**src/csod_pkg.sv**
```systemverilog
// constants shared by the clock status and output driver register bank
package csod_pkg;
  // ----------------------------------------------------------------
  // register port geometry
  // ----------------------------------------------------------------
  localparam int CSOD_ADDR_W = 10;
  localparam int CSOD_DATA_W = 8;
  localparam int CSOD_NUM_OUT = 12;
  localparam int CSOD_MON_W = 4;
  localparam logic [9:0] CSOD_STATUS_ADDR = 10'h01f;
  localparam logic [9:0] CSOD_FIRST_CLOCK_OUTPUT_CTL_ADDR = 10'h0f0;
  localparam logic [9:0] CSOD_NUM_OUT_ADDR = 10'h00c;
  // ----------------------------------------------------------------
  // status byte fields
  // ----------------------------------------------------------------
  localparam int CSOD_STAT_LOCK_BIT = 0;
  localparam int CSOD_STAT_PRIMARY_REFERENCE_INPUT_BIT = 1;
  localparam int CSOD_STAT_SECONDARY_REFERENCE_INPUT_BIT = 2;
  localparam int CSOD_STAT_OSC_BIT = 3;
  localparam logic [3:0] CSOD_MON_RESET = 4'h0;
  // ----------------------------------------------------------------
  // output control byte fields
  // ----------------------------------------------------------------
  localparam int CSOD_CTL_PD_BIT = 0;
  localparam int CSOD_CTL_SWING_LSB = 1;
  localparam int CSOD_CTL_POL_LSB = 3;
  localparam int CSOD_CTL_CMOS_LSB = 5;
  localparam int CSOD_CTL_FMT_BIT = 7;
  localparam logic CSOD_FMT_LVPECL = 1'b0;
  localparam logic CSOD_FMT_CMOS = 1'b1;
  localparam logic [1:0] CSOD_SWING_400MV = 2'h0;
  localparam logic [1:0] CSOD_SWING_600MV = 2'h1;
  localparam logic [1:0] CSOD_SWING_780MV = 2'h2;
  localparam logic [1:0] CSOD_SWING_960MV = 2'h3;
  // format lvpecl, both cmos legs on, polarity 00, 780 mV, powered
  localparam logic [7:0] CSOD_CTL_RESET = 8'h64;
  localparam logic [7:0] CSOD_READ_ZERO = 8'h00;
endpackage : csod_pkg

```
**src/csod_out_decode.sv**
```systemverilog
// per-output driver control decode with registered driver controls
`timescale 1ns/1ns
module csod_out_decode
  import csod_pkg::*;
(
  // clock and reset
  input wire logic clock,
  input wire logic reset_n,
  // control byte of this output
  input wire logic [7:0] ctlByte,
  // driver controls
  output logic formatCmos,
  output logic legAEnable,
  output logic legBEnable,
  output logic legAInvert,
  output logic legBInvert,
  output logic [1:0] swing,
  output logic powerDown
);
  import csod_pkg::*;

  logic fmt;
  logic [1:0] cmosCfg;
  logic [1:0] pol;
  logic [6:0] drv_r;
  logic [6:0] drv_nxt;

  assign fmt = ctlByte[CSOD_CTL_FMT_BIT];
  assign cmosCfg = ctlByte[CSOD_CTL_CMOS_LSB +: 2];
  assign pol = ctlByte[CSOD_CTL_POL_LSB +: 2];

  always_comb begin
    drv_nxt[6] = fmt;
    if (fmt == CSOD_FMT_CMOS) begin
      drv_nxt[5] = cmosCfg[0];
      drv_nxt[4] = cmosCfg[1];
      drv_nxt[3] = pol[0];
      drv_nxt[2] = pol[0] ^ pol[1];
    end else begin
      // differential pair: both legs live unless powered down
      drv_nxt[5] = ~ctlByte[CSOD_CTL_PD_BIT];
      drv_nxt[4] = ~ctlByte[CSOD_CTL_PD_BIT];
      drv_nxt[3] = pol[0];
      drv_nxt[2] = ~pol[0];
    end
    drv_nxt[1:0] = ctlByte[CSOD_CTL_SWING_LSB +: 2];
  end

  always_ff @(posedge clock) begin
    if (!reset_n) begin
      drv_r <= 7'h02;
      powerDown <= 1'b0;
    end else begin
      drv_r <= drv_nxt;
      powerDown <= ctlByte[CSOD_CTL_PD_BIT];
    end
  end

  assign formatCmos = drv_r[6];
  assign legAEnable = drv_r[5];
  assign legBEnable = drv_r[4];
  assign legAInvert = drv_r[3];
  assign legBInvert = drv_r[2];
  assign swing = drv_r[1:0];

  a_cmos_leg_gate: assert property (
    @(posedge clock) disable iff (!reset_n)
    $past(reset_n) && $past(fmt) |-> {legAEnable, legBEnable} ==
    {$past(cmosCfg[0]), $past(cmosCfg[1])})
    else $error("cmos leg enables do not follow the configuration");
  a_lvpecl_polarity: assert property (
    @(posedge clock) disable iff (!reset_n)
    $past(reset_n) && !$past(fmt) |-> legAInvert == $past(pol[0]) &&
    legBInvert == !legAInvert)
    else $error("lvpecl polarity decode wrong");
  a_cmos_polarity: assert property (
    @(posedge clock) disable iff (!reset_n)
    $past(reset_n) && $past(fmt) && $past(pol) == 2'h0 |->
    !legAInvert && !legBInvert)
    else $error("cmos polarity 00 does not give noninverting legs");
  a_swing_power: assert property (
    @(posedge clock) disable iff (!reset_n)
    $past(reset_n) |-> swing == $past(ctlByte[2:1]) &&
    powerDown == $past(ctlByte[0]))
    else $error("swing or power-down does not follow control byte");
endmodule : csod_out_decode

```
**src/csod_regs.sv**
```systemverilog
// clock monitor status and output driver control register bank
//
// Functional notes
// - status bit 3 shows live oscillator-above-threshold flag; read-only
// - status bit 2 shows secondary reference above threshold; read-only
// - status bit 1 shows primary reference above threshold; read-only
// - status bit 0 shows pll digital lock; software cannot write it
// - control bit 7 picks driver format, 0 lvpecl default, 1 cmos
// - bits 2:1 pick lvpecl swing 400/600/780/960 mV, 780 default
// - bit 0 set puts lvpecl driver in safe power-down, default off
// - twelve control bytes at consecutive addresses share one layout
`timescale 1ns/1ns
module csod_regs
  import csod_pkg::*;
(
  // clock and reset of the control port
  input wire logic clock,
  input wire logic reset_n,
  // decoded register access from the serial control port
  input wire logic [csod_pkg::CSOD_ADDR_W-1:0] regAddr,
  input wire logic regWrite,
  input wire logic [csod_pkg::CSOD_DATA_W-1:0] regWriteData,
  input wire logic regRead,
  output logic [csod_pkg::CSOD_DATA_W-1:0] regReadData,
  output logic regReadValid,
  // live monitor results, asynchronous to clock
  input wire logic oscAboveThreshold,
  input wire logic primaryRefAboveThreshold,
  input wire logic secondaryRefAboveThreshold,
  input wire logic pllLocked,
  // per-output driver controls, bit n for output n, swing bits 2n+1:2n for output n
  output logic [csod_pkg::CSOD_NUM_OUT-1:0] outFormatCmos,
  output logic [csod_pkg::CSOD_NUM_OUT-1:0] legAEnable,
  output logic [csod_pkg::CSOD_NUM_OUT-1:0] legBEnable,
  output logic [csod_pkg::CSOD_NUM_OUT-1:0] legAInvert,
  output logic [csod_pkg::CSOD_NUM_OUT-1:0] legBInvert,
  output logic [2*csod_pkg::CSOD_NUM_OUT-1:0] outSwing,
  output logic [csod_pkg::CSOD_NUM_OUT-1:0] outPowerDown
);
  import csod_pkg::*;

  // ----------------------------------------------------------------
  // monitor synchronisers
  // ----------------------------------------------------------------
  logic [CSOD_MON_W-1:0] monPin;
  logic [CSOD_MON_W-1:0] monMeta_r;
  logic [CSOD_MON_W-1:0] monSync_r;
  logic [CSOD_MON_W-1:0] monMeta_nxt;
  logic [CSOD_MON_W-1:0] monSync_nxt;

  assign monPin[CSOD_STAT_OSC_BIT] = oscAboveThreshold;
  assign monPin[CSOD_STAT_SECONDARY_REFERENCE_INPUT_BIT] = secondaryRefAboveThreshold;
  assign monPin[CSOD_STAT_PRIMARY_REFERENCE_INPUT_BIT] = primaryRefAboveThreshold;
  assign monPin[CSOD_STAT_LOCK_BIT] = pllLocked;

  // the monitors run off their own clocks; two flops cost two cycles
  // of status lag but keep a metastable level away from the read mux
  always_comb begin
    monMeta_nxt = monPin;
    monSync_nxt = monMeta_r;
  end

  always_ff @(posedge clock) begin
    if (!reset_n) begin
      monMeta_r <= CSOD_MON_RESET;
      monSync_r <= CSOD_MON_RESET;
    end else begin
      monMeta_r <= monMeta_nxt;
      monSync_r <= monSync_nxt;
    end
  end

  // ----------------------------------------------------------------
  // address decode
  // ----------------------------------------------------------------
  logic [CSOD_ADDR_W-1:0] ctlOffs;
  logic ctlHit;
  logic statusHit;
  logic [3:0] ctlIdx;

  always_comb begin
    // addresses below the first byte wrap high, so one compare suffices
    ctlOffs = regAddr - CSOD_FIRST_CLOCK_OUTPUT_CTL_ADDR;
    ctlHit = ctlOffs < CSOD_NUM_OUT_ADDR;
    ctlIdx = ctlOffs[3:0];
    statusHit = regAddr == CSOD_STATUS_ADDR;
  end

  // ----------------------------------------------------------------
  // output control bytes
  // ----------------------------------------------------------------
  logic [7:0] ctl_r [CSOD_NUM_OUT];
  logic [7:0] ctl_nxt [CSOD_NUM_OUT];

  always_comb begin
    for (int i = 0; i < CSOD_NUM_OUT; i++) begin
      ctl_nxt[i] = ctl_r[i];
    end
    // the status byte has no storage, so a write there just falls away
    if (regWrite && ctlHit) begin
      ctl_nxt[ctlIdx] = regWriteData;
    end
  end

  always_ff @(posedge clock) begin
    for (int i = 0; i < CSOD_NUM_OUT; i++) begin
      if (!reset_n) begin
        ctl_r[i] <= CSOD_CTL_RESET;
      end else begin
        ctl_r[i] <= ctl_nxt[i];
      end
    end
  end

  // ----------------------------------------------------------------
  // read path
  // ----------------------------------------------------------------
  logic [7:0] rdData_nxt;
  logic rdValid_nxt;

  always_comb begin
    rdValid_nxt = regRead;
    rdData_nxt = CSOD_READ_ZERO;
    if (regRead && statusHit) begin
      // upper status bits belong to other monitors and read zero here
      rdData_nxt[CSOD_STAT_OSC_BIT] =
        monSync_r[CSOD_STAT_OSC_BIT];
      rdData_nxt[CSOD_STAT_SECONDARY_REFERENCE_INPUT_BIT] =
        monSync_r[CSOD_STAT_SECONDARY_REFERENCE_INPUT_BIT];
      rdData_nxt[CSOD_STAT_PRIMARY_REFERENCE_INPUT_BIT] =
        monSync_r[CSOD_STAT_PRIMARY_REFERENCE_INPUT_BIT];
      rdData_nxt[CSOD_STAT_LOCK_BIT] =
        monSync_r[CSOD_STAT_LOCK_BIT];
    end else if (regRead && ctlHit) begin
      // a write on the same edge lands afterwards, so the old byte returns
      rdData_nxt = ctl_r[ctlIdx];
    end
  end

  always_ff @(posedge clock) begin
    if (!reset_n) begin
      regReadData <= CSOD_READ_ZERO;
      regReadValid <= 1'b0;
    end else begin
      regReadData <= rdData_nxt;
      regReadValid <= rdValid_nxt;
    end
  end

  // ----------------------------------------------------------------
  // per-output decoders
  // ----------------------------------------------------------------
  // flat copy of all control bytes, so checks can compare them at once
  logic [8*CSOD_NUM_OUT-1:0] ctlFlat;

  genvar g;
  generate
    for (g = 0; g < CSOD_NUM_OUT; g++) begin : gOut
      assign ctlFlat[8*g +: 8] = ctl_r[g];
      a_format_follow: assert property (
        @(posedge clock) disable iff (!reset_n)
        $past(reset_n) |->
        outFormatCmos[g] == $past(ctl_r[g][CSOD_CTL_FMT_BIT]))
        else $error("output format does not follow its control byte");
      csod_out_decode uDecode (
        .clock(clock),
        .reset_n(reset_n),
        .ctlByte(ctl_r[g]),
        .formatCmos(outFormatCmos[g]),
        .legAEnable(legAEnable[g]),
        .legBEnable(legBEnable[g]),
        .legAInvert(legAInvert[g]),
        .legBInvert(legBInvert[g]),
        .swing(outSwing[2*g +: 2]),
        .powerDown(outPowerDown[g])
      );
    end
  endgenerate

  // ----------------------------------------------------------------
  // checks
  // ----------------------------------------------------------------
  a_status_osc: assert property (
    @(posedge clock) disable iff (!reset_n)
    regRead && statusHit && $past(reset_n, 1) && $past(reset_n, 2) |=>
    regReadData[3] == $past(oscAboveThreshold, 3))
    else $error("status osc bit does not track monitor");
  a_status_refs: assert property (
    @(posedge clock) disable iff (!reset_n)
    regRead && statusHit && $past(reset_n, 1) && $past(reset_n, 2) |=>
    regReadData[2:1] == {$past(secondaryRefAboveThreshold, 3),
    $past(primaryRefAboveThreshold, 3)})
    else $error("status reference bits do not track monitors");
  a_status_lock: assert property (
    @(posedge clock) disable iff (!reset_n)
    regRead && statusHit && $past(reset_n, 1) && $past(reset_n, 2) |=>
    regReadData[0] == $past(pllLocked, 3) && regReadData[7:4] == 4'h0)
    else $error("status lock bit wrong or upper bits nonzero");
  a_status_nowrite: assert property (
    @(posedge clock) disable iff (!reset_n)
    regWrite && statusHit |=> ctlFlat == $past(ctlFlat))
    else $error("write to status byte changed state");
  a_unmapped_write: assert property (
    @(posedge clock) disable iff (!reset_n)
    regWrite && !ctlHit |=> ctlFlat == $past(ctlFlat))
    else $error("write outside the control bytes changed state");
  a_ctl_write: assert property (
    @(posedge clock) disable iff (!reset_n)
    regWrite && ctlHit ##1 regRead && regAddr == $past(regAddr) && !regWrite
    |=> regReadData == $past(regWriteData, 2))
    else $error("control byte readback mismatch");
  a_ctl_reset: assert property (@(posedge clock)
    !reset_n |=> ctl_r[0] == 8'h64 && ctl_r[11] == 8'h64)
    else $error("control byte reset value wrong");
  a_read_valid: assert property (@(posedge clock) disable iff (!reset_n)
    regRead |=> regReadValid &&
    ($past(ctlHit) || $past(statusHit) || regReadData == 8'h00))
    else $error("read answer missing or unmapped read not zero");
  a_read_quiet: assert property (@(posedge clock) disable iff (!reset_n)
    !regRead |=> !regReadValid && regReadData == 8'h00)
    else $error("read answer stands longer than one cycle");
  a_reset_quiet: assert property (@(posedge clock)
    !reset_n |=> !regReadValid && regReadData == 8'h00)
    else $error("read answer not cleared by reset");
endmodule : csod_regs

```
**config.mk**
```make
export PLATFORM = sky130hd
export DESIGN_NAME = csod_regs
export DESIGN_NICKNAME = d
export VERILOG_FILES = /design/src/csod_pkg.sv /design/src/csod_out_decode.sv /design/src/csod_regs.sv
export SDC_FILE = /design/constraint.sdc
export NUM_CORES = 1
export LEC_CHECK = 0
export BUFFER_PORTS_ARGS = -buffer_cell sky130_fd_sc_hd__buf_4
export CAP_MARGIN = 40
export CORE_MARGIN = 2
export CORE_UTILIZATION = 51
export DETAILED_ROUTE_END_ITERATION = 8
export PLACE_DENSITY = 0.76
export RECOVER_POWER = 25
export SLEW_MARGIN = 20
export SYNTH_ARGS = -nofsm -noshare
export SYNTH_HDL_FRONTEND = slang
export SYNTH_SLANG_ARGS = --single-unit
```
**constraint.sdc**
```tcl
create_clock -name clock -period 1.3 [get_ports clock]
set_input_delay 0 -clock clock [delete_from_list [all_inputs] [get_ports clock]]
set_output_delay 0 -clock clock [all_outputs]
set_load 0.05 [all_outputs]
```
Word level (Yosys, flattened, before mapping)
Memories as Yosys holds them, arrays and structs flattened.
Cells that the tools add are included.
{ "word_totals": {"regBits": 113, "ram_bits": 96, "inputBits": 26, "mem_count": 1} }
{ "memory_table": {"columns": ["name", "words", "word_bits", "read_ports", "rd_clocked_by_memory_dff", "write_ports", "line_no", "rtl"], "rows": [
  ["ctl_r", 12, 8, 13, 0, 12, "csod_regs.sv:92", "logic [7:0] ctl_r [CSOD_NUM_OUT];"]
]} }
{ "op_classes": {"n_addsub": 1, "magnitude_cmp": 3, "n_eq_ne": 1, "mux": 32, "n_bitwise": 51, "n_reduce_logical": 5} }
{ "ops": {"columns": ["cell", "n"], "rows": [
  ["$mux 8", 13],
  ["$bwmux 96", 1],
  ["$mux 96", 1],
  ["$mux 4", 14],
  ["$demux 8 s4", 1],
  ["$not 1->1", 26],
  ["$or 1x1->1", 12],
  ["$xor 1x1->1", 12],
  ["$eq 10x5->1 const B", 1],
  ["$lt 10x4->1 const B", 1],
  ["$sub 10x8->10 const B", 1],
  ["$ge 5x5->1 const B", 1],
  ["$lt 5x1->1 const B", 1],
  ["$not 4->5", 1],
  ["$logic_and 1x1->1", 4],
  ["$reduce_or 3->1", 1],
  ["$mux 1", 2]
]} }

Longest topological paths before layout
{ "logic_depth": {"ltp_word": 9, "mapped_depth": 7} }

Modules after synthesis
A second synthesis with hierarchy kept.
{ "hier_totals": {"hier_cells": 703, "area_unflattened_um2": 7831.3} }
{ "modules_own_cells": {"columns": ["module", "instances", "cells_each", "area_per_inst_um2", "seq_area_each_um2"], "rows": [
  ["csod_regs", 1, 451, 4798.4, 2262.2],
  ["csod_out_decode", 12, 21, 252.7, 160.2]
]} }

Worst setup path after synthesis
OpenSTA, ideal clock, no wires.
{ "synth_timing": {"path_type": "input-to-reg", "from": "input port regAddr[2] (netlist bit)", "to": "memory ctl_r[10][5]", "setup_time_ns": 0.126, "arrival_time_ns": 1.218, "required_time_ns": 1.174, "path_slack_ns": -0.043, "cell_stages": 5, "path_buffers": 1, "path_cell_list": "buf_6 or3b_4 or4_4 mux2i_1 nand2_1"} }
{ "synth_lines": {"columns": ["item", "line_no", "rtl"], "rows": [
  ["start: declaration", "csod_regs.sv:20", "input wire logic [csod_pkg::CSOD_ADDR_W-1:0] regAddr,"],
  ["end: declaration", "csod_regs.sv:92", null]
]} }

==> summary.txt <==
Synth
  • Post-synthesis cell type count: 45
  • Post-synth top flop: dfxtp_1
  • Post-synth EDFFs: 0
  • Complex-gate fraction of the synthesized area: 7.19%
  • Ys async rst share: 0%
  • Post-Synth XOR/XNOR Area: about 1.3%
  • Post-Synthesis Net Count: about 860
  • Main combinational cell family by area after synthesis: simple AND/OR/NAND/NOR gates
  • Yosys reg bits: 209
  • Syn avg cell area: 9.98 um^2
  • Post-Synth Simple-Gate Area: about a fifth
  • Area of the mapped netlist: 8340 um^2
  • Synth Area in Adders: 0%
  • Sequential fraction of the synthesis area: about 50%
  • Synth warn: 0
  • Post-synthesis mux area share: 11.0%
  • Syn Inst Count: 835

Clock tree
  • Clock latency at the later pin of the worst-skew pair: around 0.50 ns
  • CTS tree: built
  • Sink Count: between 200 and 250
  • CTS H-tree depth: 1
  • Root buffer cell: clkbuf_16
  • Clock Path Buffers: 3
  • Clock-pin slew on the worst setup and hold paths: approximately 0.060 ns
  • TritonCTS Buffers: 21

Layout
  • Layout cells sized above 1: approximately 31%
  • Final core utilization: around 66%
  • Post-Layout Inst Area: 10500 um^2
  • Area Growth Syn to Fin: 26.2%
  • Number of fill cells in the layout: between 1000 and 1500
  • Fin nets: about 1000
  • N_diodes: 0

Timing
  • Slew margin rel.: 69.6%
  • Final hold viol count: 0
  • Fin Clk Skew: around 0.0082 ns
  • Tmin final: 1.39 ns
  • Final setup vio count: 4
  • Worst-Margin Slew: ~0.45 ns
  • RSZ-0062 raised after global routing: true
  • Final Cycle Share: 107%
  • Final worst setup slack: -0.0877 ns
  • Max Transition Viols Final: 0
  • Fmax: between 0.7 and 0.8 GHz

Die
  • Row cnt: between 40 and 50
  • IO Count: 131
  • Core ar.: ~16000 um^2
  • Starting Density: a little over half
  • Die Area: between 15000 and 20000 um^2
  • Die height: 132 um
  • Die Wd: between 100 and 150 um

Setup path
  • Crit path launch type: flop
  • CP Class: reg -> reg
  • Req. time, crit path: about 1.7 ns
  • Slowest CP cell: mux4_2
  • Delay-heaviest family, CP: multiplexers
  • Crit path capture type: flop
  • WP buf/inv: 0
  • CP max FO: 2
  • Critical Path, Cell by Cell: mux4_2, mux2i_2, a21oi_1, a22o_1
  • CP Launch Point: ctl_r[6][1]
  • R2R Path Start: ctl_r[6][1]
  • Critical path arrival: 1.78 ns
  • Slowest stage delay, CP: 0.47 ns

Routing
  • DRC errors left: 0
  • Vias: about 6400
  • Via density: 5.28
  • Routed WL per cell: around 17 um
  • Starting DRT DRC Count: ~530
  • Final wirelength: about 21 mm
  • Antenna-violating nets left: 0
  • DRT Pass-1 Iters: 5

Power and ir drop
  • Pleak: between 4 and 5 nW
  • Worst vdd ir: ~1.0 mV
  • Power, Total: 13.5 mW
  • Power per cell area: around 1300 nW/um^2

Hold path
  • Tightest Hold Check Type: in -> reg
  • Min-delay src: regAddr[2]

Global route
  • Vias in the first global route: between 6000 and 7000
  • First-pass GRT wire length: 32.9 mm
  • Total gr overflow: 0
  • Largest net degree at the start of global routing: 78
  • Antenna violations before repair: 0
  • Total Routing Usage GR: a little under a quarter

Placed design
  • Post-DP HPWL: 14.9 mm
  • Port buffer count: 130
  • DP Area: 9630 um^2
  • Routability cong.: 0.917

Status
  • Status: finished with violations
  • Failing checks: negative setup slack

Job
  • Max-cap viol count: 0
==> power by group <==
part           total, mW  switching (mW)  internal, mW  leakage (nW)
clock network       6.12            2.41          3.70         0.344
registers           6.50          0.0203          6.48          1.70
logic              0.931           0.579         0.352          2.51
==> registers in the layout, summed over array words and instances (netlist names) <==
| name | flops |
|---|---|
| regReadData | 8 |
| gOut.uDecode.powerDown | 12 |
| monSync_r | 4 |
| gOut.uDecode.drv_r | 84 |
| monMeta_r | 4 |
| ctl_r | 96 |
| regReadValid | 1 |
==> tightest hold or removal path, stage by stage <==
cell	delay, ns
buf_4	0.10
or3b_4	0.13
or4_4	0.12
mux2i_1	0.07
nand2_1	0.07
==> what timing repair did <==
action                                  4_1_cts  5_1_grt
setup buffers                                 2        0
pin swaps                                     2        1
endpoints found under the setup margin        4        6
hold buffers                                 14        0
resized for setup                             9       10
endpoints found under the hold margin        47        0
==> stage by stage <==
step	setup TNS (ns)	hold slack (ns)	setup WS, ns	cells
detailed placement	-5.83	0.214	-0.200	1164
global route	-0.359	0.0300	-0.109	1218
floorplan	0	0.122	0.0215	835
finish	-0.232	0.0195	-0.0877	1218
global placement	-4.34	0.212	-0.184	1164
CTS	-0.276	0.0217	-0.101	1218
==> cell type report <==
class / count / area (um^2) / area share (%)
Clock inverter: 8 / 119 / 1.13
Sequential cell: 209 / 4190 / 39.9
Timing Repair Buffer: 249 / 1940 / 18.4
Tap cell: 216 / 270 / 2.57
Clock buffer: 30 / 579 / 5.51
Inverter: 18 / 67.6 / 0.642
Multi-Input combinational cell: 488 / 3350 / 31.9
==> synthesized netlist by cell type (6+ instances only) <==
cell type    n  area (um^2)
buf_2       13         65.1
inv_1       18         67.6
clkbuf_1    30          113
o21ai_0     65          325
buf_4       74          556
dfxtp_1    209         4180
xnor2_1     12          105
or3_1        6         37.5
mux2i_1     42          420
and2_1      66          413
nand4_1     20          125
a21oi_1     33          165
nor2_1      17         63.8
nand2_1     78          293
mux4_2      20          450
nand3_1     23          115
nor2b_1     53          332
==> placed cells by master (no fill, tap or decap), types with 3 or more instances in the layout <==
cell	n
buf_12	3
and2_0	26
dlygate4sd3_1	14
mux2_2	4
a22o_1	3
xnor2_1	12
nor3_1	3
or3_1	6
and3b_1	4
dfxtp_1	201
and2_1	40
nor3b_1	4
mux2i_1	39
clkbuf_1	9
inv_1	18
bufinv_16	3
a21oi_1	31
nand3_1	23
o22ai_1	3
nand2_1	78
buf_4	228
clkinv_2	4
nand2b_1	3
mux4_2	20
nor2b_1	53
dfxtp_2	8
clkbuf_16	21
nor2_1	17
nand4_1	20
o21ai_0	64
nor4b_1	3
==> metal layers <==
metal,global-route usage (%),share of wire (%)
met5,0,0
met4,8.88,3.3
met3,4.08,7.5
met2,39.7,48
met1,30.1,41
==> logic make-up after synthesis <==
kind of cell | count (synthesis)
DFF | 209
muxes | 66
AOI/OAI and AO/OA | 110
buffers and inverters | 138
xor gates and xnor gates | 12
and+or+nand+nor | 300
==> final timing paths <==
check                                       to  slack [ns]  cells after the start
worst max-delay path            regReadData[1]       -0.09                      4
worst min-delay path              ctl_r[10][5]        0.02                      5
worst max register to register  regReadData[1]       -0.09                      4
worst min register to register    monSync_r[2]        0.44                      1
Note: power is estimated with default switching activity, not from simulation.
